File: config.mk
export PLATFORM = sky130hd
export DESIGN_NAME = lmr_read_state
export DESIGN_NICKNAME = d
export VERILOG_FILES = /design/src/lmr_pkg.sv /design/src/lmr_read_state.sv
export SDC_FILE = /design/constraint.sdc
export NUM_CORES = 1
export LEC_CHECK = 0
export ABC_AREA = 1
export BUFFER_PORTS_ARGS = -buffer_cell sky130_fd_sc_hd__buf_2
export CELL_PAD_IN_SITES_DETAIL_PLACEMENT = 1
export CELL_PAD_IN_SITES_GLOBAL_PLACEMENT = 2
export CORE_MARGIN = 5
export CORE_UTILIZATION = 30
export DETAILED_ROUTE_END_ITERATION = 7
export PLACE_DENSITY_LB_ADDON = 0.1
export SYNTH_ARGS = -nofsm -noshare
export SYNTH_HDL_FRONTEND = slang
export SYNTH_SLANG_ARGS = --single-unit
File: constraint.sdc
create_clock -name ref_clk -period 2.47 [get_ports ref_clk]
set_input_delay 0.1235 -clock ref_clk [delete_from_list [all_inputs] [get_ports ref_clk]]
set_output_delay 0.1235 -clock ref_clk [all_outputs]
set_load 0.02 [all_outputs]
File: src/lmr_pkg.sv
package lmr_pkg;

    // cache geometry
    localparam int SET_BITS = 4;
    localparam int NUM_SETS = 16;
    localparam int TAG_W    = 8;
    localparam int LINE_LSB = 5;
    localparam int TAG_LSB  = 9;

    // apb register byte offsets
    localparam logic [7:0] ADDR_CTRL     = 8'h00;
    localparam logic [7:0] ADDR_STATUS   = 8'h04;
    localparam logic [7:0] ADDR_TAG_SEL  = 8'h08;
    localparam logic [7:0] ADDR_TAG_DATA = 8'h0c;
    localparam logic [7:0] ADDR_HITS     = 8'h10;

    // control fields and reset values
    localparam int          CTRL_EN_BIT    = 0;
    localparam int          CTRL_PURGE_BIT = 1;
    localparam logic        CTRL_EN_RESET  = 1'b1;
    localparam logic [3:0]  TAG_SEL_RESET  = 4'h0;

    // tag data fields
    localparam int TD_TAG_LSB = 0;
    localparam int TD_TRO_BIT = 8;
    localparam int TD_ST_LSB  = 9;

    // status fields
    localparam int SR_NEXT_LSB  = 0;
    localparam int SR_CYC_LSB   = 2;
    localparam int SR_TRO_BIT   = 6;
    localparam int SR_STATE_LSB = 8;

    typedef enum logic [1:0] {
        MESI_I = 2'b00,
        MESI_S = 2'b01,
        MESI_E = 2'b10,
        MESI_M = 2'b11
    } lmr_mesi_e;

    typedef enum logic [3:0] {
        CYC_NONE       = 4'b0000,
        CYC_READ_THRU  = 4'b0001,
        CYC_LINE_FILL  = 4'b0010,
        CYC_NC_READ    = 4'b0011,
        CYC_WRITE_THRU = 4'b0100,
        CYC_COPY_BACK  = 4'b0101,
        CYC_WMISS_FILL = 4'b0110
    } lmr_cyc_e;

    typedef enum logic [2:0] {
        ST_IDLE  = 3'b000,
        ST_INQ   = 3'b001,
        ST_COPY  = 3'b010,
        ST_FETCH = 3'b011,
        ST_THRU  = 3'b100,
        ST_WRITE = 3'b101,
        ST_WRITE_MISS_FILL = 3'b110
    } lmr_state_e;

    typedef struct packed {
        logic        valid;
        logic        write;
        logic [31:0] addr;
        logic [31:0] data;
        logic [3:0]  be;
        logic        lock;
        logic        split;
        logic        page_cache_disable;
        logic        page_write_through;
        logic        dat;
    } lmr_cpu_req_s;

    typedef struct packed {
        logic        done;
        logic        l1_allow;
        logic        shared_force;
        logic        from_array;
        logic        sram_write;
        logic        snoop_valid;
        logic        snoop_discard;
        logic [31:0] snoop_addr;
    } lmr_cpu_rsp_s;

    typedef struct packed {
        logic        valid;
        lmr_cyc_e    cycle;
        logic [31:0] addr;
        logic [31:0] data;
        logic [3:0]  be;
        logic        whole_line;
    } lmr_mem_req_s;

    typedef struct packed {
        logic done;
        logic memory_cacheable_hint;
        logic memory_readonly_hint;
        logic memory_write_through_hint;
        logic direct_to_modified_hint;
    } lmr_mem_rsp_s;

endpackage

File: src/lmr_read_state.sv
module lmr_read_state
    import lmr_pkg::*;
(
    // clock and reset
    input  wire logic         ref_clk,
    input  wire logic         rst_n,
    // apb slave
    input  wire logic         psel,
    input  wire logic         penable,
    input  wire logic         pwrite,
    input  wire logic [31:0]  paddr,
    input  wire logic [31:0]  pwdata,
    output logic [31:0]       prdata,
    output logic              pready,
    output logic              pslverr,
    // cpu bus
    input  wire lmr_cpu_req_s cpu_req,
    output lmr_cpu_rsp_s      cpu_rsp,
    // memory bus
    output lmr_mem_req_s      mem_req,
    input  wire lmr_mem_rsp_s mem_rsp
);

    lmr_state_e        state_reg;
    lmr_cpu_req_s      req_reg;
    lmr_cpu_rsp_s      rsp_reg;
    lmr_mem_req_s      mreq_reg;
    lmr_mesi_e         st_arr [NUM_SETS];
    logic              tro_arr [NUM_SETS];
    logic [TAG_W-1:0]  tag_arr [NUM_SETS];
    logic              hit_reg;
    logic [31:0]       hits_reg;
    lmr_mesi_e         last_next_reg;
    lmr_cyc_e          last_cyc_reg;
    logic              last_tro_reg;

    logic              en_reg;
    logic [3:0]        tag_sel_reg;
    logic              purge_pend_reg;
    logic [3:0]        purge_idx_reg;
    logic              tdw_pend_reg;
    logic [31:0]       tdw_data_reg;
    logic [31:0]       prdata_reg;
    logic              pready_reg;
    logic              pslverr_reg;

    // request decode
    logic [SET_BITS-1:0] in_idx;
    logic [TAG_W-1:0]    in_tag;
    logic [SET_BITS-1:0] rq_idx;
    logic [TAG_W-1:0]    rq_tag;
    lmr_mesi_e           in_st;
    logic                in_hit;
    logic                in_sl;
    logic                rq_sl;
    logic                cpu_go;
    logic                purge_take;
    logic                tdw_take;
    logic                fill_nc;
    lmr_mesi_e           fill_st;
    logic [31:0]         victim_addr;
    logic [31:0]         purge_addr;
    logic                write_miss_fill_ok;

    always_comb begin
        in_idx = cpu_req.addr[LINE_LSB +: SET_BITS];
        in_tag = cpu_req.addr[TAG_LSB +: TAG_W];
        rq_idx = req_reg.addr[LINE_LSB +: SET_BITS];
        rq_tag = req_reg.addr[TAG_LSB +: TAG_W];
        in_st  = st_arr[in_idx];
        in_hit = (in_st != MESI_I) && (tag_arr[in_idx] == in_tag);
        in_sl  = cpu_req.lock & cpu_req.split;
        rq_sl  = req_reg.lock & req_reg.split;
    end

    always_comb begin
        cpu_go     = (state_reg == ST_IDLE) && en_reg && cpu_req.valid;
        purge_take = (state_reg == ST_IDLE) && !cpu_go && purge_pend_reg;
        tdw_take   = (state_reg == ST_IDLE) && !cpu_go && !purge_take && tdw_pend_reg;
    end

    // fill outcome, checked in the listed order
    always_comb begin
        fill_nc = req_reg.page_cache_disable | !mem_rsp.memory_cacheable_hint | rq_sl;
        if (mem_rsp.memory_readonly_hint) begin
            fill_st = MESI_S;
        end else if (req_reg.page_write_through || mem_rsp.memory_write_through_hint) begin
            fill_st = MESI_S;
        end else if (mem_rsp.direct_to_modified_hint) begin
            fill_st = MESI_M;
        end else begin
            fill_st = MESI_E;
        end
    end

    always_comb begin
        victim_addr = 32'h0;
        victim_addr[LINE_LSB +: SET_BITS] = rq_idx;
        victim_addr[TAG_LSB +: TAG_W] = tag_arr[rq_idx];
        purge_addr = 32'h0;
        purge_addr[LINE_LSB +: SET_BITS] = purge_idx_reg;
        purge_addr[TAG_LSB +: TAG_W] = tag_arr[purge_idx_reg];
        // allocation would overwrite a dirty victim, so it is skipped then
        write_miss_fill_ok = !hit_reg && !req_reg.page_cache_disable && !req_reg.page_write_through && !req_reg.lock
                   && mem_rsp.memory_cacheable_hint && (st_arr[rq_idx] != MESI_M);
    end

    // main sequencer, tag store and cpu/memory outputs
    always_ff @(posedge ref_clk or negedge rst_n) begin
        if (!rst_n) begin
            state_reg     <= ST_IDLE;
            req_reg       <= '0;
            rsp_reg       <= '0;
            mreq_reg      <= '0;
            hit_reg       <= 1'b0;
            hits_reg      <= 32'h0;
            last_next_reg <= MESI_I;
            last_cyc_reg  <= CYC_NONE;
            last_tro_reg  <= 1'b0;
            for (int i = 0; i < NUM_SETS; i++) begin
                st_arr[i]  <= MESI_I;
                tro_arr[i] <= 1'b0;
                tag_arr[i] <= '0;
            end
        end else begin
            rsp_reg.done        <= 1'b0;
            rsp_reg.sram_write  <= 1'b0;
            rsp_reg.snoop_valid <= 1'b0;
            case (state_reg)
                ST_IDLE: begin
                    rsp_reg.snoop_discard <= 1'b0;
                    if (cpu_go) begin
                        req_reg <= cpu_req;
                        hit_reg <= in_hit;
                        rsp_reg.l1_allow     <= 1'b1;
                        rsp_reg.shared_force <= 1'b1;
                        rsp_reg.from_array   <= 1'b0;
                        if (in_hit && !cpu_req.write) begin
                            hits_reg <= hits_reg + 32'h1;
                        end
                        if (cpu_req.write) begin
                            mreq_reg.valid      <= 1'b1;
                            mreq_reg.cycle      <= CYC_WRITE_THRU;
                            mreq_reg.addr       <= cpu_req.addr;
                            mreq_reg.data       <= cpu_req.data;
                            mreq_reg.be         <= cpu_req.be;
                            mreq_reg.whole_line <= 1'b0;
                            last_cyc_reg        <= CYC_WRITE_THRU;
                            state_reg           <= ST_WRITE;
                        end else if (in_hit) begin
                            last_next_reg <= in_st;
                            last_tro_reg  <= tro_arr[in_idx];
                            if ((in_st == MESI_S && cpu_req.lock) || (in_st != MESI_S && in_sl)) begin
                                mreq_reg.valid      <= 1'b1;
                                mreq_reg.cycle      <= CYC_READ_THRU;
                                mreq_reg.addr       <= cpu_req.addr;
                                mreq_reg.be         <= cpu_req.be;
                                mreq_reg.whole_line <= 1'b0;
                                rsp_reg.from_array  <= (in_st == MESI_M);
                                last_cyc_reg        <= CYC_READ_THRU;
                                state_reg           <= ST_THRU;
                            end else begin
                                rsp_reg.done  <= 1'b1;
                                last_cyc_reg  <= CYC_NONE;
                                if (in_st == MESI_M) begin
                                    rsp_reg.shared_force <= 1'b0;
                                    rsp_reg.from_array   <= 1'b1;
                                end else if (in_st == MESI_S) begin
                                    rsp_reg.l1_allow <= !(tro_arr[in_idx] && cpu_req.dat);
                                    rsp_reg.from_array <= 1'b1;
                                end else begin
                                    rsp_reg.from_array <= 1'b1;
                                end
                            end
                        end else if (in_st == MESI_M) begin
                            // inquire with discard before the dirty victim leaves
                            rsp_reg.snoop_valid   <= 1'b1;
                            rsp_reg.snoop_discard <= 1'b1;
                            rsp_reg.snoop_addr    <= 32'h0;
                            rsp_reg.snoop_addr[LINE_LSB +: SET_BITS] <= in_idx;
                            rsp_reg.snoop_addr[TAG_LSB +: TAG_W] <= tag_arr[in_idx];
                            state_reg <= ST_INQ;
                        end else begin
                            mreq_reg.valid      <= 1'b1;
                            mreq_reg.addr       <= cpu_req.addr;
                            mreq_reg.be         <= cpu_req.be;
                            mreq_reg.whole_line <= !(cpu_req.page_cache_disable || in_sl);
                            if (cpu_req.page_cache_disable || in_sl) begin
                                mreq_reg.cycle <= CYC_NC_READ;
                                last_cyc_reg   <= CYC_NC_READ;
                            end else begin
                                mreq_reg.cycle <= CYC_LINE_FILL;
                                last_cyc_reg   <= CYC_LINE_FILL;
                            end
                            state_reg <= ST_FETCH;
                        end
                    end else if (purge_take) begin
                        rsp_reg.snoop_valid   <= 1'b1;
                        rsp_reg.snoop_discard <= 1'b1;
                        rsp_reg.snoop_addr    <= purge_addr;
                        st_arr[purge_idx_reg]  <= MESI_I;
                        tro_arr[purge_idx_reg] <= 1'b0;
                    end else if (tdw_take) begin
                        st_arr[tag_sel_reg]  <= lmr_mesi_e'(tdw_data_reg[TD_ST_LSB +: 2]);
                        tro_arr[tag_sel_reg] <= tdw_data_reg[TD_TRO_BIT];
                        tag_arr[tag_sel_reg] <= tdw_data_reg[TD_TAG_LSB +: TAG_W];
                    end
                end
                ST_INQ: begin
                    rsp_reg.snoop_discard <= 1'b0;
                    mreq_reg.valid      <= 1'b1;
                    mreq_reg.cycle      <= CYC_COPY_BACK;
                    mreq_reg.addr       <= victim_addr;
                    mreq_reg.be         <= 4'hf;
                    mreq_reg.whole_line <= 1'b1;
                    last_cyc_reg        <= CYC_COPY_BACK;
                    state_reg           <= ST_COPY;
                end
                ST_COPY: begin
                    if (mem_rsp.done) begin
                        st_arr[rq_idx]  <= MESI_I;
                        tro_arr[rq_idx] <= 1'b0;
                        mreq_reg.addr   <= req_reg.addr;
                        mreq_reg.be     <= req_reg.be;
                        mreq_reg.whole_line <= !(req_reg.page_cache_disable || rq_sl);
                        if (req_reg.page_cache_disable || rq_sl) begin
                            mreq_reg.cycle <= CYC_NC_READ;
                            last_cyc_reg   <= CYC_NC_READ;
                        end else begin
                            mreq_reg.cycle <= CYC_LINE_FILL;
                            last_cyc_reg   <= CYC_LINE_FILL;
                        end
                        state_reg <= ST_FETCH;
                    end
                end
                ST_FETCH: begin
                    if (mem_rsp.done) begin
                        mreq_reg.valid <= 1'b0;
                        rsp_reg.done   <= 1'b1;
                        if (fill_nc) begin
                            rsp_reg.l1_allow <= 1'b0;
                            last_next_reg    <= MESI_I;
                            last_tro_reg     <= 1'b0;
                            last_cyc_reg     <= CYC_NC_READ;
                        end else begin
                            st_arr[rq_idx]     <= fill_st;
                            tro_arr[rq_idx]    <= mem_rsp.memory_readonly_hint;
                            tag_arr[rq_idx]    <= rq_tag;
                            rsp_reg.sram_write <= 1'b1;
                            rsp_reg.l1_allow   <= !(mem_rsp.memory_readonly_hint && req_reg.dat);
                            last_next_reg      <= fill_st;
                            last_tro_reg       <= mem_rsp.memory_readonly_hint;
                        end
                    end
                end
                ST_THRU: begin
                    if (mem_rsp.done) begin
                        mreq_reg.valid   <= 1'b0;
                        rsp_reg.done     <= 1'b1;
                        rsp_reg.l1_allow <= 1'b0;
                    end
                end
                ST_WRITE: begin
                    if (mem_rsp.done) begin
                        rsp_reg.sram_write <= hit_reg;
                        if (write_miss_fill_ok) begin
                            mreq_reg.cycle      <= CYC_WMISS_FILL;
                            mreq_reg.addr       <= req_reg.addr;
                            mreq_reg.whole_line <= 1'b1;
                            last_cyc_reg        <= CYC_WMISS_FILL;
                            state_reg           <= ST_WRITE_MISS_FILL;
                        end else begin
                            mreq_reg.valid <= 1'b0;
                            rsp_reg.done   <= 1'b1;
                            state_reg      <= ST_IDLE;
                        end
                    end
                end
                ST_WRITE_MISS_FILL: begin
                    if (mem_rsp.done) begin
                        mreq_reg.valid     <= 1'b0;
                        rsp_reg.done       <= 1'b1;
                        st_arr[rq_idx]     <= fill_st;
                        tro_arr[rq_idx]    <= mem_rsp.memory_readonly_hint;
                        tag_arr[rq_idx]    <= rq_tag;
                        rsp_reg.sram_write <= 1'b1;
                        last_next_reg      <= fill_st;
                        last_tro_reg       <= mem_rsp.memory_readonly_hint;
                        state_reg          <= ST_IDLE;
                    end
                end
                default: begin
                    state_reg <= ST_IDLE;
                end
            endcase
            if ((state_reg == ST_FETCH || state_reg == ST_THRU) && mem_rsp.done) begin
                state_reg <= ST_IDLE;
            end
        end
    end

    // apb slave, zero wait states
    logic        apb_setup;
    logic        apb_wr;
    logic [7:0]  apb_off;
    logic        apb_hit;
    logic [31:0] rd_word;

    always_comb begin
        apb_setup = psel && !penable;
        apb_wr    = psel && penable && pready_reg && pwrite && !pslverr_reg;
        apb_off   = paddr[7:0];
        apb_hit   = (paddr[31:8] == 24'h0) && (paddr[1:0] == 2'b00)
                    && (apb_off <= ADDR_HITS);
        rd_word   = 32'h0;
        case (apb_off)
            ADDR_CTRL: begin
                rd_word[CTRL_EN_BIT]    = en_reg;
                rd_word[CTRL_PURGE_BIT] = purge_pend_reg;
                rd_word[11:8]           = purge_idx_reg;
            end
            ADDR_STATUS: begin
                rd_word[SR_NEXT_LSB +: 2]  = last_next_reg;
                rd_word[SR_CYC_LSB +: 4]   = last_cyc_reg;
                rd_word[SR_TRO_BIT]        = last_tro_reg;
                rd_word[SR_STATE_LSB +: 3] = state_reg;
            end
            ADDR_TAG_SEL: begin
                rd_word[3:0] = tag_sel_reg;
            end
            ADDR_TAG_DATA: begin
                rd_word[TD_TAG_LSB +: TAG_W] = tag_arr[tag_sel_reg];
                rd_word[TD_TRO_BIT]          = tro_arr[tag_sel_reg];
                rd_word[TD_ST_LSB +: 2]      = st_arr[tag_sel_reg];
            end
            ADDR_HITS: begin
                rd_word = hits_reg;
            end
            default: begin
                rd_word = 32'h0;
            end
        endcase
    end

    always_ff @(posedge ref_clk or negedge rst_n) begin
        if (!rst_n) begin
            pready_reg     <= 1'b0;
            pslverr_reg    <= 1'b0;
            prdata_reg     <= 32'h0;
            en_reg         <= CTRL_EN_RESET;
            tag_sel_reg    <= TAG_SEL_RESET;
            purge_pend_reg <= 1'b0;
            purge_idx_reg  <= 4'h0;
            tdw_pend_reg   <= 1'b0;
            tdw_data_reg   <= 32'h0;
        end else begin
            pready_reg  <= apb_setup;
            pslverr_reg <= apb_setup && !apb_hit;
            if (apb_setup) begin
                prdata_reg <= apb_hit ? rd_word : 32'h0;
            end
            // a new command wins over the sequencer taking the old one
            purge_pend_reg <= (purge_pend_reg && !purge_take)
                              || (apb_wr && apb_off == ADDR_CTRL && pwdata[CTRL_PURGE_BIT]);
            tdw_pend_reg   <= (tdw_pend_reg && !tdw_take)
                              || (apb_wr && apb_off == ADDR_TAG_DATA);
            if (apb_wr && apb_off == ADDR_CTRL) begin
                en_reg <= pwdata[CTRL_EN_BIT];
                if (pwdata[CTRL_PURGE_BIT]) begin
                    purge_idx_reg <= pwdata[11:8];
                end
            end
            if (apb_wr && apb_off == ADDR_TAG_SEL) begin
                tag_sel_reg <= pwdata[3:0];
            end
            if (apb_wr && apb_off == ADDR_TAG_DATA) begin
                tdw_data_reg <= pwdata;
            end
        end
    end

    assign prdata  = prdata_reg;
    assign pready  = pready_reg;
    assign pslverr = pslverr_reg;
    assign cpu_rsp = rsp_reg;
    assign mem_req = mreq_reg;

endmodule
# Word-level counts from Yosys, hierarchy flattened
# Index checks and enable logic that the tools add are counted.
dict set report classes {
  order_cmp 8
  n_eq_ne 43
  n_addsub 1
  n_reduce_logical 88
  mux 170
  n_bitwise 16
}
# operator n
set op_table {}
lappend op_table {{two-way mux 128 bit} 6}
lappend op_table {{case mux 128 bit (3 select lines)} 1}
lappend op_table {{two-way mux 32 bit} 9}
lappend op_table {{bitwise mux 128 bit} 2}
lappend op_table {{two-way mux 37 bit} 5}
lappend op_table {{two-way mux 34 bit} 5}
lappend op_table {{case mux 36 bit (4 select lines)} 1}
lappend op_table {{binary-select mux 8 bit (select 4 bit)} 4}
lappend op_table {{case mux 32 bit (4 select lines)} 1}
lappend op_table {{two-way mux 16 bit} 7}
lappend op_table {{two-way mux 8 bit} 10}
lappend op_table {{two-way mux 74 bit} 1}
lappend op_table {{two-way mux 36 bit} 2}
lappend op_table {{bitwise AND 32 bit} 2}
lappend op_table {{bitwise mux 32 bit} 2}
lappend op_table {{demux 8 bit (select 4 bit)} 2}
lappend op_table {{inverter 32 bit} 2}
lappend op_table {{case mux 16 bit (4 select lines)} 1}
lappend op_table {{two-way mux 4 bit} 12}
lappend op_table {{two-way mux 2 bit} 20}
lappend op_table {{inequality test 2 bit, second input constant} 18}
lappend op_table {{logical AND 1 bit} 35}
lappend op_table {{two-way mux 1 bit} 33}
lappend op_table {{adder 32 x 1 -> 32 bit, second input constant} 1}
lappend op_table {{62 further kinds} 144}
dict set report totals {
  output_inout_bits 147
  input_bits 149
  ff_bits 429
  word_cells 410
}

# Logic depth before layout (Yosys ltp)
# Gate-level depths: netlist (run 1).
dict set report depth {
  depth_word 13
  depth_mapped 19
  mapped_depth_nobuf 17
}

# Worst setup path after synthesis (run 1)
# No wires, ideal clock.
dict set report synth_path {
  kind {register to register}
  start {reg state_reg[2]}
  end {reg tag_arr[92] in the netlist's numbering}
  arrival_time_ps 2037
  synth_period_minus_slack_ps 2165
  path_stages_with_launch 14
  path_buffers 3
  slack_ps 305
  t_required_ps 2343
  setup_ps 127
  cell_sequence {dfrtp_1 -> buf_2 -> nor2_2 -> nand2_4 -> nor2_8 -> nor2_2 -> inv_2 -> nor2_4 -> nor3_2 -> nand2_2 -> buf_6 -> a21oi_4 -> buf_4 -> o21ai_0}
}
dict set report synth_between {
  elab_chain_cells 11
  word_cells_on_any_way 20
  cone_classes {eq/ne: 8; mux: 1; reduce/logical: 11}
}
# item line
set synth_lines {}
lappend synth_lines {{start, declared} lmr_read_state.sv:24} ;# lmr_state_e state_reg;
lappend synth_lines {{start signal, assigned} lmr_read_state.sv:111} ;# state_reg <= ST_IDLE;
lappend synth_lines {{start signal, assigned} lmr_read_state.sv:149} ;# state_reg <= ST_WRITE;
lappend synth_lines {{start signal, assigned} lmr_read_state.sv:161} ;# state_reg <= ST_THRU;
lappend synth_lines {{zero test 3 bit} n/a}
lappend synth_lines {{logical AND 1 bit (2 in series)} lmr_read_state.sv:77} ;# cpu_go = (state_reg == ST_IDLE) && en_reg && cpu_req.valid;
lappend synth_lines {{zero test 1 bit} {lmr_read_state.sv:78, lmr_read_state.sv:79}}
lappend synth_lines {{logical AND 1 bit} {lmr_read_state.sv:78, lmr_read_state.sv:79}}
lappend synth_lines {{logical AND 1 bit} lmr_read_state.sv:78} ;# purge_take = (state_reg == ST_IDLE) && !cpu_go && purge_pend_reg;
lappend synth_lines {{zero test 1 bit} lmr_read_state.sv:79} ;# tdw_take = (state_reg == ST_IDLE) && !cpu_go && !purge_take && tdw_pend_reg;
lappend synth_lines {{logical AND 1 bit (2 in series)} lmr_read_state.sv:79}
lappend synth_lines {{inequality test 2 bit (no source line)} n/a}
lappend synth_lines {{AND reduction 7 bit (no source line)} n/a}
lappend synth_lines {{end signal, assigned by index} lmr_read_state.sv:206} ;# tag_arr[tag_sel_reg] <= tdw_data_reg[TD_TAG_LSB +: TAG_W];
lappend synth_lines {{end signal, assigned by index} lmr_read_state.sv:248} ;# tag_arr[rq_idx] <= rq_tag;
lappend synth_lines {{end signal, assigned by index} lmr_read_state.sv:285} ;# tag_arr[rq_idx] <= rq_tag;
lappend synth_lines {{end, declared} lmr_read_state.sv:30} ;# logic [TAG_W-1:0] tag_arr [NUM_SETS];
# Several ways; a longest one is shown, not always the timed one.
# A chain may end at the register's enable or synchronous reset.

# Worst setup path in the final report (run 1)
dict set report layout_path {
  start {reg req_reg[47] in the netlist's numbering}
  end {reg mreq_reg, in the netlist mem_req[40]}
}
dict set report layout_between {
  elab_chain_cells 8
}
# item line
set layout_lines {}
lappend layout_lines {{start, declared} lmr_read_state.sv:25} ;# lmr_cpu_req_s req_reg;
lappend layout_lines {{start signal, assigned} lmr_read_state.sv:133} ;# req_reg <= cpu_req;
lappend layout_lines {{inverter 4 -> 5 bit (not written as such)} lmr_read_state.sv:105} ;# && mem_rsp.memory_cacheable_hint && (st_arr[rq_idx] != MESI_M);
lappend layout_lines {{binary-select mux 2 bit (select 4 bit)} lmr_read_state.sv:105}
lappend layout_lines {{two-way mux 2 bit (not written as such) (2 in series)} lmr_read_state.sv:105}
lappend layout_lines {{inequality test 2 bit} lmr_read_state.sv:105}
lappend layout_lines {{logical AND 1 bit} lmr_read_state.sv:105}
lappend layout_lines {{inequality test 2 bit (no source line)} n/a}
lappend layout_lines {{AND reduction 7 bit (no source line)} n/a}
lappend layout_lines {{end, declared} lmr_read_state.sv:27} ;# lmr_mem_req_s mreq_reg;
# No other way between the ends. The select of a mux whose other input is x is not followed.

==> tab_implementation.tex, run 1 <==
\begin{tabular}{lr}
\hline
Metric & Value \\
\hline
\multicolumn{2}{l}{\textbf{Run status}} \\
\quad Outcome & finished with violations \\
\quad Failing checks & negative setup slack \\
\multicolumn{2}{l}{\textbf{Critical path}} \\
\quad Worst setup SP type & register \\
\quad Required arrival time at the worst endpoint & 2.98 ns \\
\quad Critical Path AT & 3.14 ns \\
\quad Reg2reg path depth & 19 \\
\quad Setup crit start & req\_reg[47]\$\_DFFE\_PN0P\_ \\
\quad Startpoint of the lowest-slack register-to-register path & req\_reg[47]\$\_DFFE\_PN0P\_ \\
\quad End of the worst register-to-register path & mem\_req[40]\$\_DFFE\_PN0P\_ \\
\quad Kind of end point of the critical path & register \\
\quad Highest fanout seen on the critical path & 6 \\
\quad Critical path class & register to register \\
\quad Reg2reg setup slack & -0.16 ns \\
\multicolumn{2}{l}{\textbf{Placement}} \\
\quad Total of buffers placed on input and output ports & roughly 250 \\
\quad Final RePlAce weighted congestion & about 0.97 \\
\quad Count of placed standard cells including taps & 5093 \\
\quad DP HPWL & around 110000 um \\
\quad Setup slack after placement & -0.376 ns \\
\multicolumn{2}{l}{\textbf{Synthesis}} \\
\quad Cell types occupying the most area after synthesis & sky130\_fd\_sc\_hd\_\_dfrtp\_1 40\%, sky130\_fd\_sc\_hd\_\_nand2\_1 11\%, sky130\_fd\_sc\_hd\_\_o21ai\_0 9.2\%, sky130\_fd\_sc\_hd\_\_o22ai\_1 8.8\%, sky130\_fd\_sc\_hd\_\_inv\_1 5.8\% \\
\quad Top cells by instance count after synthesis & 719 x sky130\_fd\_sc\_hd\_\_nand2\_1, 461 x sky130\_fd\_sc\_hd\_\_o21ai\_0, 406 x sky130\_fd\_sc\_hd\_\_dfrtp\_1, 387 x sky130\_fd\_sc\_hd\_\_inv\_1, 351 x sky130\_fd\_sc\_hd\_\_o22ai\_1 \\
\quad Fraction of the yosys area taken by sequential cells & a little over 40\% \\
\quad Leading area contributor after synthesis & sky130\_fd\_sc\_hd\_\_dfrtp\_1 \\
\quad Post-synthesis cell count & 3399 \\
\quad Predominant post-synthesis flop cell & sky130\_fd\_sc\_hd\_\_dfrtp\_1 \\
\quad Most frequent cell after synthesis & sky130\_fd\_sc\_hd\_\_nand2\_1 \\
\quad Count of synthesis-stage warnings from yosys & 0 \\
\quad Async SR Flop Fraction & between 90\% and 100\% \\
\quad Synth cell types & 54 \\
\quad Synthesized area & approximately 0.025 mm2 \\
\quad Syn Area/Cell & roughly 7.4 um2 \\
\quad Fraction of post-synthesis cell area in the top cell type by area & 40.5\% \\
\quad Number of synthesized flops with an enable pin & 0 \\
\quad Number of storage elements in the synthesis netlist & roughly 400 \\
\multicolumn{2}{l}{\textbf{Pwr}} \\
\quad Switching power & $\sim$11 mW \\
\quad Sequential share of power & 29.0\% \\
\quad Internal power summed over all cells & between 15 and 20 mW \\
\quad Proportion of power drawn by the clock network & 28.8\% \\
\quad Switching part of the total & approximately two fifths \\
\quad Comb power frac & $\sim$42\% \\
\quad PwrDens & $\sim$800 mW/mm2 \\
\quad Pleak & $\sim$17 nW \\
\quad Max rail drop VDD & roughly 560 uV \\
\quad Post-layout total power & roughly 28 mW \\
\multicolumn{2}{l}{\textbf{Die}} \\
\quad Starting Density & around 30\% \\
\quad Horizontal die dimension & approximately 300 um \\
\quad Core Region & roughly 0.083 mm2 \\
\quad Die extent in y & approximately 300 um \\
\quad Die ar. & around 0.090 mm2 \\
\quad Number of placed I/O pins & around 300 \\
\quad Number of standard-cell rows in the floorplan & $\sim$110 \\
\multicolumn{2}{l}{\textbf{CTS}} \\
\quad CTS tree & built \\
\quad H-tree lvl count & 2 \\
\quad Number of buffers inserted during clock tree synthesis & 52 \\
\quad Later-pin clock latency in the skew report & about 0.63 ns \\
\quad Worst-case clock buffer depth & 3 \\
\quad Clock net sink count & between 400 and 500 \\
\quad Clk Tree Root Cell & sky130\_fd\_sc\_hd\_\_clkbuf\_16 \\
\quad Clock transition at the register clock pins on the worst setup and hold paths after CTS & approximately 0.060 ns \\
\multicolumn{2}{l}{\textbf{STA}} \\
\quad Max Clk Rate & approximately 380 MHz \\
\quad RSZ-0062 raised after global routing & true \\
\quad Final Max Slew Viols & 0 \\
\quad Hold violation total from the final report & 0 \\
\quad Final count of negative-setup-slack endpoints & 36 \\
\quad Worst Tran Pin Value & 0.936 ns \\
\quad Part of the cycle the worst path needs & 107\% \\
\quad Clock period minus final worst setup slack & roughly 2.6 ns \\
\quad Setup TNS Final & -4.78 ns \\
\quad Setup clock skew after layout & 0.0210 ns \\
\quad Tightest slew margin relative to the limit & 37.6\% \\
\quad Fin worst setup slack & -0.164 ns \\
\quad WHS & $\sim$0.013 ns \\
\multicolumn{2}{l}{\textbf{Job}} \\
\quad Max-Cap Viols & 0 \\
\multicolumn{2}{l}{\textbf{Global routing}} \\
\quad Wire length of the first global-routing pass & 210000 um \\
\quad Final global-route overflow total & 0 \\
\quad Via count of the first global-routing pass & around 31k \\
\quad Initial antenna violation count & 2 \\
\quad Pin count of the biggest net entering global routing & 89 \\
\quad Total routing resource utilization after global routing & a little under a third \\
\multicolumn{2}{l}{\textbf{Drt}} \\
\quad Vias/cell & about 5.6 \\
\quad Detailed-route via count & around 30k \\
\quad Antenna Nets Post-Route & 0 \\
\quad Drt first-iter violations & around 2.5k \\
\quad Post-detailed-route DRC marker count & 0 \\
\quad Post-detailed-route wirelength per cell & 27.1 um \\
\quad Initial DRT Pass Iterations & 5 \\
\quad Drt total wl & 145000 um \\
\multicolumn{2}{l}{\textbf{Min path}} \\
\quad Type of the most critical hold path & input pin to asynchronous set/reset pin \\
\multicolumn{2}{l}{\textbf{Layout}} \\
\quad Area delta synth->final & 42.8\% \\
\quad Non-filler cells in the finished layout & $\sim$5.3k \\
\quad Number of flip-flops under the largest register name & roughly 130 \\
\quad Layout cells sized above 1 & between 20\% and 30\% \\
\quad Total number of nets in the final design & between 4k and 5k \\
\hline
\end{tabular}
==> area by class of cell <==
class | count | area (um2)
clock inverters | 15 | 218
flip-flops and latches | 407 | 10200
fillers | 10000 | 47500
inverters | 420 | 1590
clock buffers | 79 | 1590
repair buffers | 952 | 7940
well taps | 1080 | 1350
diodes | 1 | 2.50
multi-input cells | 2379 | 12900
==> stage by stage <==
step | cell area [um2] | utilization (%)
after floorplan | 25200 | -
after global placement | 31800 | 38.2
after detailed placement | 31800 | 38.2
after CTS | 35000 | 42.0
after global routing | 35800 | 43.0
final | 35800 | 43.0
==> what timing repair did <==
action / CTS / global route
endpoints found under the setup margin: 127 / 221
hold endpoints to repair: 422 / 0
cloned: 5 / 7
pin swaps: 1 / 27
buffers inserted: 20 / 25
hold buffers: 91 / 0
gates resized for setup: 79 / 168
==> cells in the final DEF (no fill, tap or decap), drive strengths merged, types with 4 or more instances in the layout <==
master       count
a21oi          134
nor4            11
a22oi            7
a32oi           19
nand3          160
o31ai           17
nor3            28
xor2            29
a22o            10
nand2          723
mux2            34
o32ai           11
o211ai          31
o22ai          351
clkinv          29
a221oi          10
nor2           167
inv            401
dfrtp          406
nand4           64
o2111ai          8
o21ai          524
clkbuf          85
nor3b            4
buf            856
dlygate4sd3     90
conb            21
bufinv           4
==> cell families (layout without fill, tap and decap cells) <==
family | Yosys count | after routing | share of synthesized area, %
AND/OR/NAND/NOR | 1159 | 1159 | 19.7
other | 1 | 22 | 0.0149
adder cells (fa/ha/maj) | 1 | 1 | 0.0499
AO/OA/AOI/OAI | 1135 | 1135 | 26.5
buffers and inverters | 633 | 1466 | 10.6
multiplexers | 34 | 34 | 1.53
flip-flops | 407 | 407 | 40.6
XOR/XNOR | 29 | 29 | 1.01
==> critical path: stages (launching register included) <==
cell and delay (ns):
sky130_fd_sc_hd__dfrtp_2 0.42, sky130_fd_sc_hd__buf_6 0.13, sky130_fd_sc_hd__nor2_4 0.04, sky130_fd_sc_hd__inv_4 0.10, sky130_fd_sc_hd__buf_12 0.15, sky130_fd_sc_hd__o22ai_2 0.08, sky130_fd_sc_hd__o21ai_1 0.12, sky130_fd_sc_hd__buf_4 0.14
sky130_fd_sc_hd__nand4_1 0.12, sky130_fd_sc_hd__nand2_2 0.11, sky130_fd_sc_hd__buf_12 0.12, sky130_fd_sc_hd__nand2_4 0.05, sky130_fd_sc_hd__nand2_4 0.08, sky130_fd_sc_hd__nand2_4 0.05, sky130_fd_sc_hd__nor2_4 0.10, sky130_fd_sc_hd__buf_12 0.12
sky130_fd_sc_hd__nand3_4 0.20, sky130_fd_sc_hd__clkbuf_16 0.25, sky130_fd_sc_hd__nand2_2 0.05, sky130_fd_sc_hd__nand2_1 0.06
==> power groups by stage <==
stage | clock network, mW | logic (mW) | registers, mW
2_1_floorplan | 0 | 5.15 | 8.33
3_3_place_gp | 0 | 10.3 | 8.24
3_5_place_dp | 0 | 10.6 | 8.25
4_1_cts | 8.31 | 11.3 | 8.16
5_1_grt | 8.54 | 12.8 | 8.26
6_report | 8.13 | 11.9 | 8.20
==> worst max path at each step <==
stage | end | slack (ns)
finish | mem_req[40]$_DFFE_PN0P_ | -0.16
detailed placement | hits_reg[7]$_DFFE_PN0P_ | -0.38
floorplan | tag_arr[92]$_DFFE_PN0P_ | 0.31
global route | mem_req[42]$_DFFE_PN0P_ | -0.22
global placement | last_cyc_reg[1]$_DFFE_PN0P_ | -0.28
CTS | mem_req[64]$_DFFE_PN0P_ | -0.10
==> layer usage <==
| metal | wire length (um) | part of all wire, % | track usage [%] | vias up |
|---|---|---|---|---|
| li1 | - | - | - | 13400 |
| met5 | 0 | 0 | 0 | - |
| met3 | 9200 | 6.4 | 3.87 | 311 |
| met1 | 61300 | 42 | 40.9 | 15100 |
| met4 | 7620 | 5.3 | 14.0 | 0 |
| met2 | 66600 | 46 | 50.8 | 1257 |
No activity file was read; power rests on OpenSTA's default activity.
==> run 2, diff against run 1 <==
==> constraint.sdc (replaced) <==
create_clock -name ref_clk -period 2.47 [get_ports ref_clk]
set_input_delay 0.494 -clock ref_clk [delete_from_list [all_inputs] [get_ports ref_clk]]
set_output_delay 0.494 -clock ref_clk [all_outputs]
set_load 0.02 [all_outputs]
==> tab_implementation.tex, run 2 (synthesis gave the netlist of run 1 again) <==
\begin{tabular}{lr}
\hline
Metric & Value \\
\hline
\multicolumn{2}{l}{\textbf{Run status}} \\
\quad Failing checks & negative setup slack (unchanged) \\
\quad Outcome & finished with violations (unchanged) \\
\multicolumn{2}{l}{\textbf{Drt}} \\
\quad Wire length on met1 & 59600 um (was 61300 um) \\
\quad Routed wl met2 & 66000 um (was 66600 um) \\
\quad Highest metal layer with signal wires & met5 (was met4) \\
\quad Drt total wl & 141000 um (was 145000 um) \\
\quad Drt first-iter violations & 2340 (was 2499) \\
\quad Initial DRT Pass Iterations & 7 (was 5) \\
\quad Total length of routed met3 wires & 8970 um (was 9200 um) \\
\quad Post-detailed-route wirelength per cell & 27.1 um (about the same) \\
\quad Post-detailed-route DRC marker count & 0 (unchanged) \\
\quad Antenna Nets Post-Route & 0 (unchanged) \\
\quad Vias/cell & 5.66 (was 5.64) \\
\quad Detailed-route via count & 29.5k (was 30.1k) \\
\multicolumn{2}{l}{\textbf{Global routing}} \\
\quad Wire length of the first global-routing pass & 207000 um (was 210000 um) \\
\quad Total routing resource utilization after global routing & 30.3\% (was 30.9\%) \\
\quad Final global-route overflow total & 0 (unchanged) \\
\quad Pin count of the biggest net entering global routing & 60 (was 89) \\
\quad Via count of the first global-routing pass & 31.3k (was 31.4k) \\
\quad Initial antenna violation count & 6 (was 2) \\
\multicolumn{2}{l}{\textbf{Critical path}} \\
\quad End of the worst register-to-register path & mem\_req[65]\$\_DFFE\_PN0P\_ (was mem\_req[40]\$\_DFFE\_PN0P\_) \\
\quad Required arrival time at the worst endpoint & 2.99 ns (was 2.98 ns) \\
\quad Setup crit start & req\_reg[46]\$\_DFFE\_PN0P\_ (was req\_reg[47]\$\_DFFE\_PN0P\_) \\
\quad Highest fanout seen on the critical path & 19 (was 6) \\
\quad Reg2reg path depth & 19 (unchanged) \\
\quad Kind of end point of the critical path & register (unchanged) \\
\quad Critical Path AT & 3.02 ns (was 3.14 ns) \\
\quad Worst setup SP type & register (unchanged) \\
\quad Critical path class & register to register (unchanged) \\
\quad Startpoint of the lowest-slack register-to-register path & req\_reg[46]\$\_DFFE\_PN0P\_ (was req\_reg[47]\$\_DFFE\_PN0P\_) \\
\quad Reg2reg setup slack & -0.04 ns (was -0.16 ns) \\
\multicolumn{2}{l}{\textbf{Min path}} \\
\quad Min-Delay Startpoint & penable \\
\quad Number of cells traversed by the worst hold path & 2 \\
\quad Type of the most critical hold path & input pin to register (was input pin to asynchronous set/reset pin) \\
\quad Hold path endpoint & pready\$\_DFF\_PN0\_ \\
\multicolumn{2}{l}{\textbf{Layout}} \\
\quad Number of flip-flops under the largest register name & 128 (unchanged) \\
\quad Combined area of the multi-input logic cells & 0.0127 mm2 (was 0.0129 mm2) \\
\quad Most frequent standard cell in the layout excluding fill and tap cells & sky130\_fd\_sc\_hd\_\_nand2\_1 (unchanged) \\
\quad Storage cell area & 0.0102 mm2 (about the same) \\
\quad Final cell area excluding filler cells & 0.0343 mm2 (was 0.0358 mm2) \\
\quad Layout fillers & 10.2k (was 10.0k) \\
\quad Commonest cells after routing, fill and taps aside & 700 x sky130\_fd\_sc\_hd\_\_nand2\_1, 474 x sky130\_fd\_sc\_hd\_\_buf\_4, 432 x sky130\_fd\_sc\_hd\_\_o21ai\_0, 401 x sky130\_fd\_sc\_hd\_\_dfrtp\_1, 373 x sky130\_fd\_sc\_hd\_\_inv\_1 (was 665 x sky130\_fd\_sc\_hd\_\_nand2\_1, 502 x sky130\_fd\_sc\_hd\_\_buf\_4, 431 x sky130\_fd\_sc\_hd\_\_o21ai\_0, 400 x sky130\_fd\_sc\_hd\_\_dfrtp\_1, 363 x sky130\_fd\_sc\_hd\_\_inv\_1) \\
\quad Area delta synth->final & 36.8\% (was 42.8\%) \\
\quad Layout cells sized above 1 & 26.5\% (was 28.1\%) \\
\quad Non-filler cells in the finished layout & 5214 (was 5333) \\
\quad Total number of nets in the final design & 4238 (was 4362) \\
\multicolumn{2}{l}{\textbf{STA}} \\
\quad Setup TNS Final & -0.632 ns (was -4.78 ns) \\
\quad RSZ-0062 raised after global routing & true (unchanged) \\
\quad Worst Tran Pin Value & 1.04 ns (was 0.936 ns) \\
\quad Fin worst setup slack & -0.0386 ns (was -0.164 ns) \\
\quad Final Max Slew Viols & 0 (unchanged) \\
\quad Max Clk Rate & 399 MHz (was 380 MHz) \\
\quad Clock period minus final worst setup slack & 2.51 ns (was 2.63 ns) \\
\quad Part of the cycle the worst path needs & 102\% (was 107\%) \\
\quad Final count of negative-setup-slack endpoints & 35 (was 36) \\
\quad Tightest slew margin relative to the limit & 30.4\% (was 37.6\%) \\
\quad Hold violation total from the final report & 0 (unchanged) \\
\quad WHS & 0.0653 ns (was 0.0132 ns) \\
\quad Setup clock skew after layout & 0.0216 ns (was 0.0210 ns) \\
\multicolumn{2}{l}{\textbf{Die}} \\
\quad Die ar. & 0.0895 mm2 (unchanged) \\
\quad Starting Density & 30.1\% (unchanged) \\
\quad Number of placed I/O pins & 296 (unchanged) \\
\quad Horizontal die dimension & 299 um (unchanged) \\
\quad Number of standard-cell rows in the floorplan & 106 (unchanged) \\
\quad Die extent in y & 299 um (unchanged) \\
\quad Core Region & 0.0833 mm2 (unchanged) \\
\multicolumn{2}{l}{\textbf{CTS}} \\
\quad Later-pin clock latency in the skew report & 0.64 ns (was 0.63 ns) \\
\quad Clock transition at the register clock pins on the worst setup and hold paths after CTS & 0.06 ns (about the same) \\
\quad Clk Tree Root Cell & sky130\_fd\_sc\_hd\_\_clkbuf\_16 (unchanged) \\
\quad Worst-case clock buffer depth & 3 (unchanged) \\
\quad Number of buffers inserted during clock tree synthesis & 54 (was 52) \\
\quad Clock net sink count & 407 (unchanged) \\
\quad CTS tree & built (unchanged) \\
\quad H-tree lvl count & 2 (unchanged) \\
\multicolumn{2}{l}{\textbf{Placement}} \\
\quad DP HPWL & 107000 um (was 108000 um) \\
\quad Final RePlAce weighted congestion & 0.968 (was 0.966) \\
\quad Total of buffers placed on input and output ports & 254 (unchanged) \\
\quad Count of placed standard cells including taps & 5091 (was 5093) \\
\quad Placed cell area & 0.0318 mm2 (about the same) \\
\multicolumn{2}{l}{\textbf{Pwr}} \\
\quad Pleak & 15.9 nW (was 16.6 nW) \\
\quad PwrDens & 795 mW/mm2 (was 789 mW/mm2) \\
\quad Post-layout total power & 27.3 mW (was 28.3 mW) \\
\quad Max rail drop VDD & 582 uV (was 563 uV) \\
\multicolumn{2}{l}{\textbf{Job}} \\
\quad Max-Cap Viols & 0 (unchanged) \\
\hline
\end{tabular}
-- run 2: area by class of cell --
class                           count  area share, %
Antenna cell                        3         0.0219
Multi-Input combinational cell   2379           37.0
Timing Repair Buffer              826           19.5
Clock inverter                     21          0.587
Sequential cell                   407           29.7
Clock buffer                       78           4.64
Tap cell                         1080           3.94
Inverter                          420           4.62
-- run 2: power breakdown --
| group | total, mW | switching [mW] | internal [mW] |
|---|---|---|---|
| Combinational | 11.1 | 7.00 | 4.06 |
| Clock | 8.12 | 3.35 | 4.77 |
| Sequential | 8.13 | 0.621 | 7.51 |
-- run 2: per-layer routing --
metal,GRT usage [%],vias up
met5,0,-
met4,12.0,2
met3,4.61,314
met2,50.5,1221
met1,39.8,14800
li1,-,13100
-- run 2: per-stage QoR --
stage	utilization [%]	setup slack, ns
after global placement	38.2	-0.586
after detailed placement	38.2	-0.644
final	41.2	-0.0386
after floorplan	-	0.110
after global routing	41.2	-0.145
after CTS	40.6	-0.0331
-- run 2: timing repair --
| item | CTS | global route |
|---|---|---|
| setup buffers | 3 | 13 |
| endpoints found under the hold margin | 37 | 0 |
| hold buffers | 1 | 0 |
| endpoints found under the setup margin | 86 | 223 |
| resized for setup | 47 | 115 |
| pin swaps | 4 | 23 |
| gates cloned | 2 | 3 |
-- run 2: critical path, cell delays in order, from the launching register on --
cell and delay (ns):
sky130_fd_sc_hd__dfrtp_1 0.41, sky130_fd_sc_hd__buf_4 0.15, sky130_fd_sc_hd__nor2_4 0.04, sky130_fd_sc_hd__inv_4 0.11
sky130_fd_sc_hd__buf_12 0.15, sky130_fd_sc_hd__o22ai_1 0.08, sky130_fd_sc_hd__o21ai_1 0.13, sky130_fd_sc_hd__buf_4 0.13
sky130_fd_sc_hd__nand4_1 0.11, sky130_fd_sc_hd__nand2_2 0.12, sky130_fd_sc_hd__buf_12 0.12, sky130_fd_sc_hd__nand2_1 0.05
sky130_fd_sc_hd__nand2_1 0.08, sky130_fd_sc_hd__nand2_2 0.08, sky130_fd_sc_hd__nor2_4 0.13, sky130_fd_sc_hd__buf_12 0.13
sky130_fd_sc_hd__nand3_4 0.10, sky130_fd_sc_hd__buf_12 0.17, sky130_fd_sc_hd__nand2_1 0.06, sky130_fd_sc_hd__nand2_1 0.06
-- run 2: worst max-delay path by stage --
stage          cells past startpoint                       to  slack (ns)
2_1_floorplan                     18  mem_req[70]$_DFFE_PN0P_        0.11
3_3_place_gp                      18  mem_req[47]$_DFFE_PN0P_       -0.59
3_5_place_dp                      16  hits_reg[4]$_DFFE_PN0P_       -0.64
4_1_cts                           18  mem_req[65]$_DFFE_PN0P_       -0.03
5_1_grt                           19  mem_req[65]$_DFFE_PN0P_       -0.14
6_report                          19  mem_req[65]$_DFFE_PN0P_       -0.04
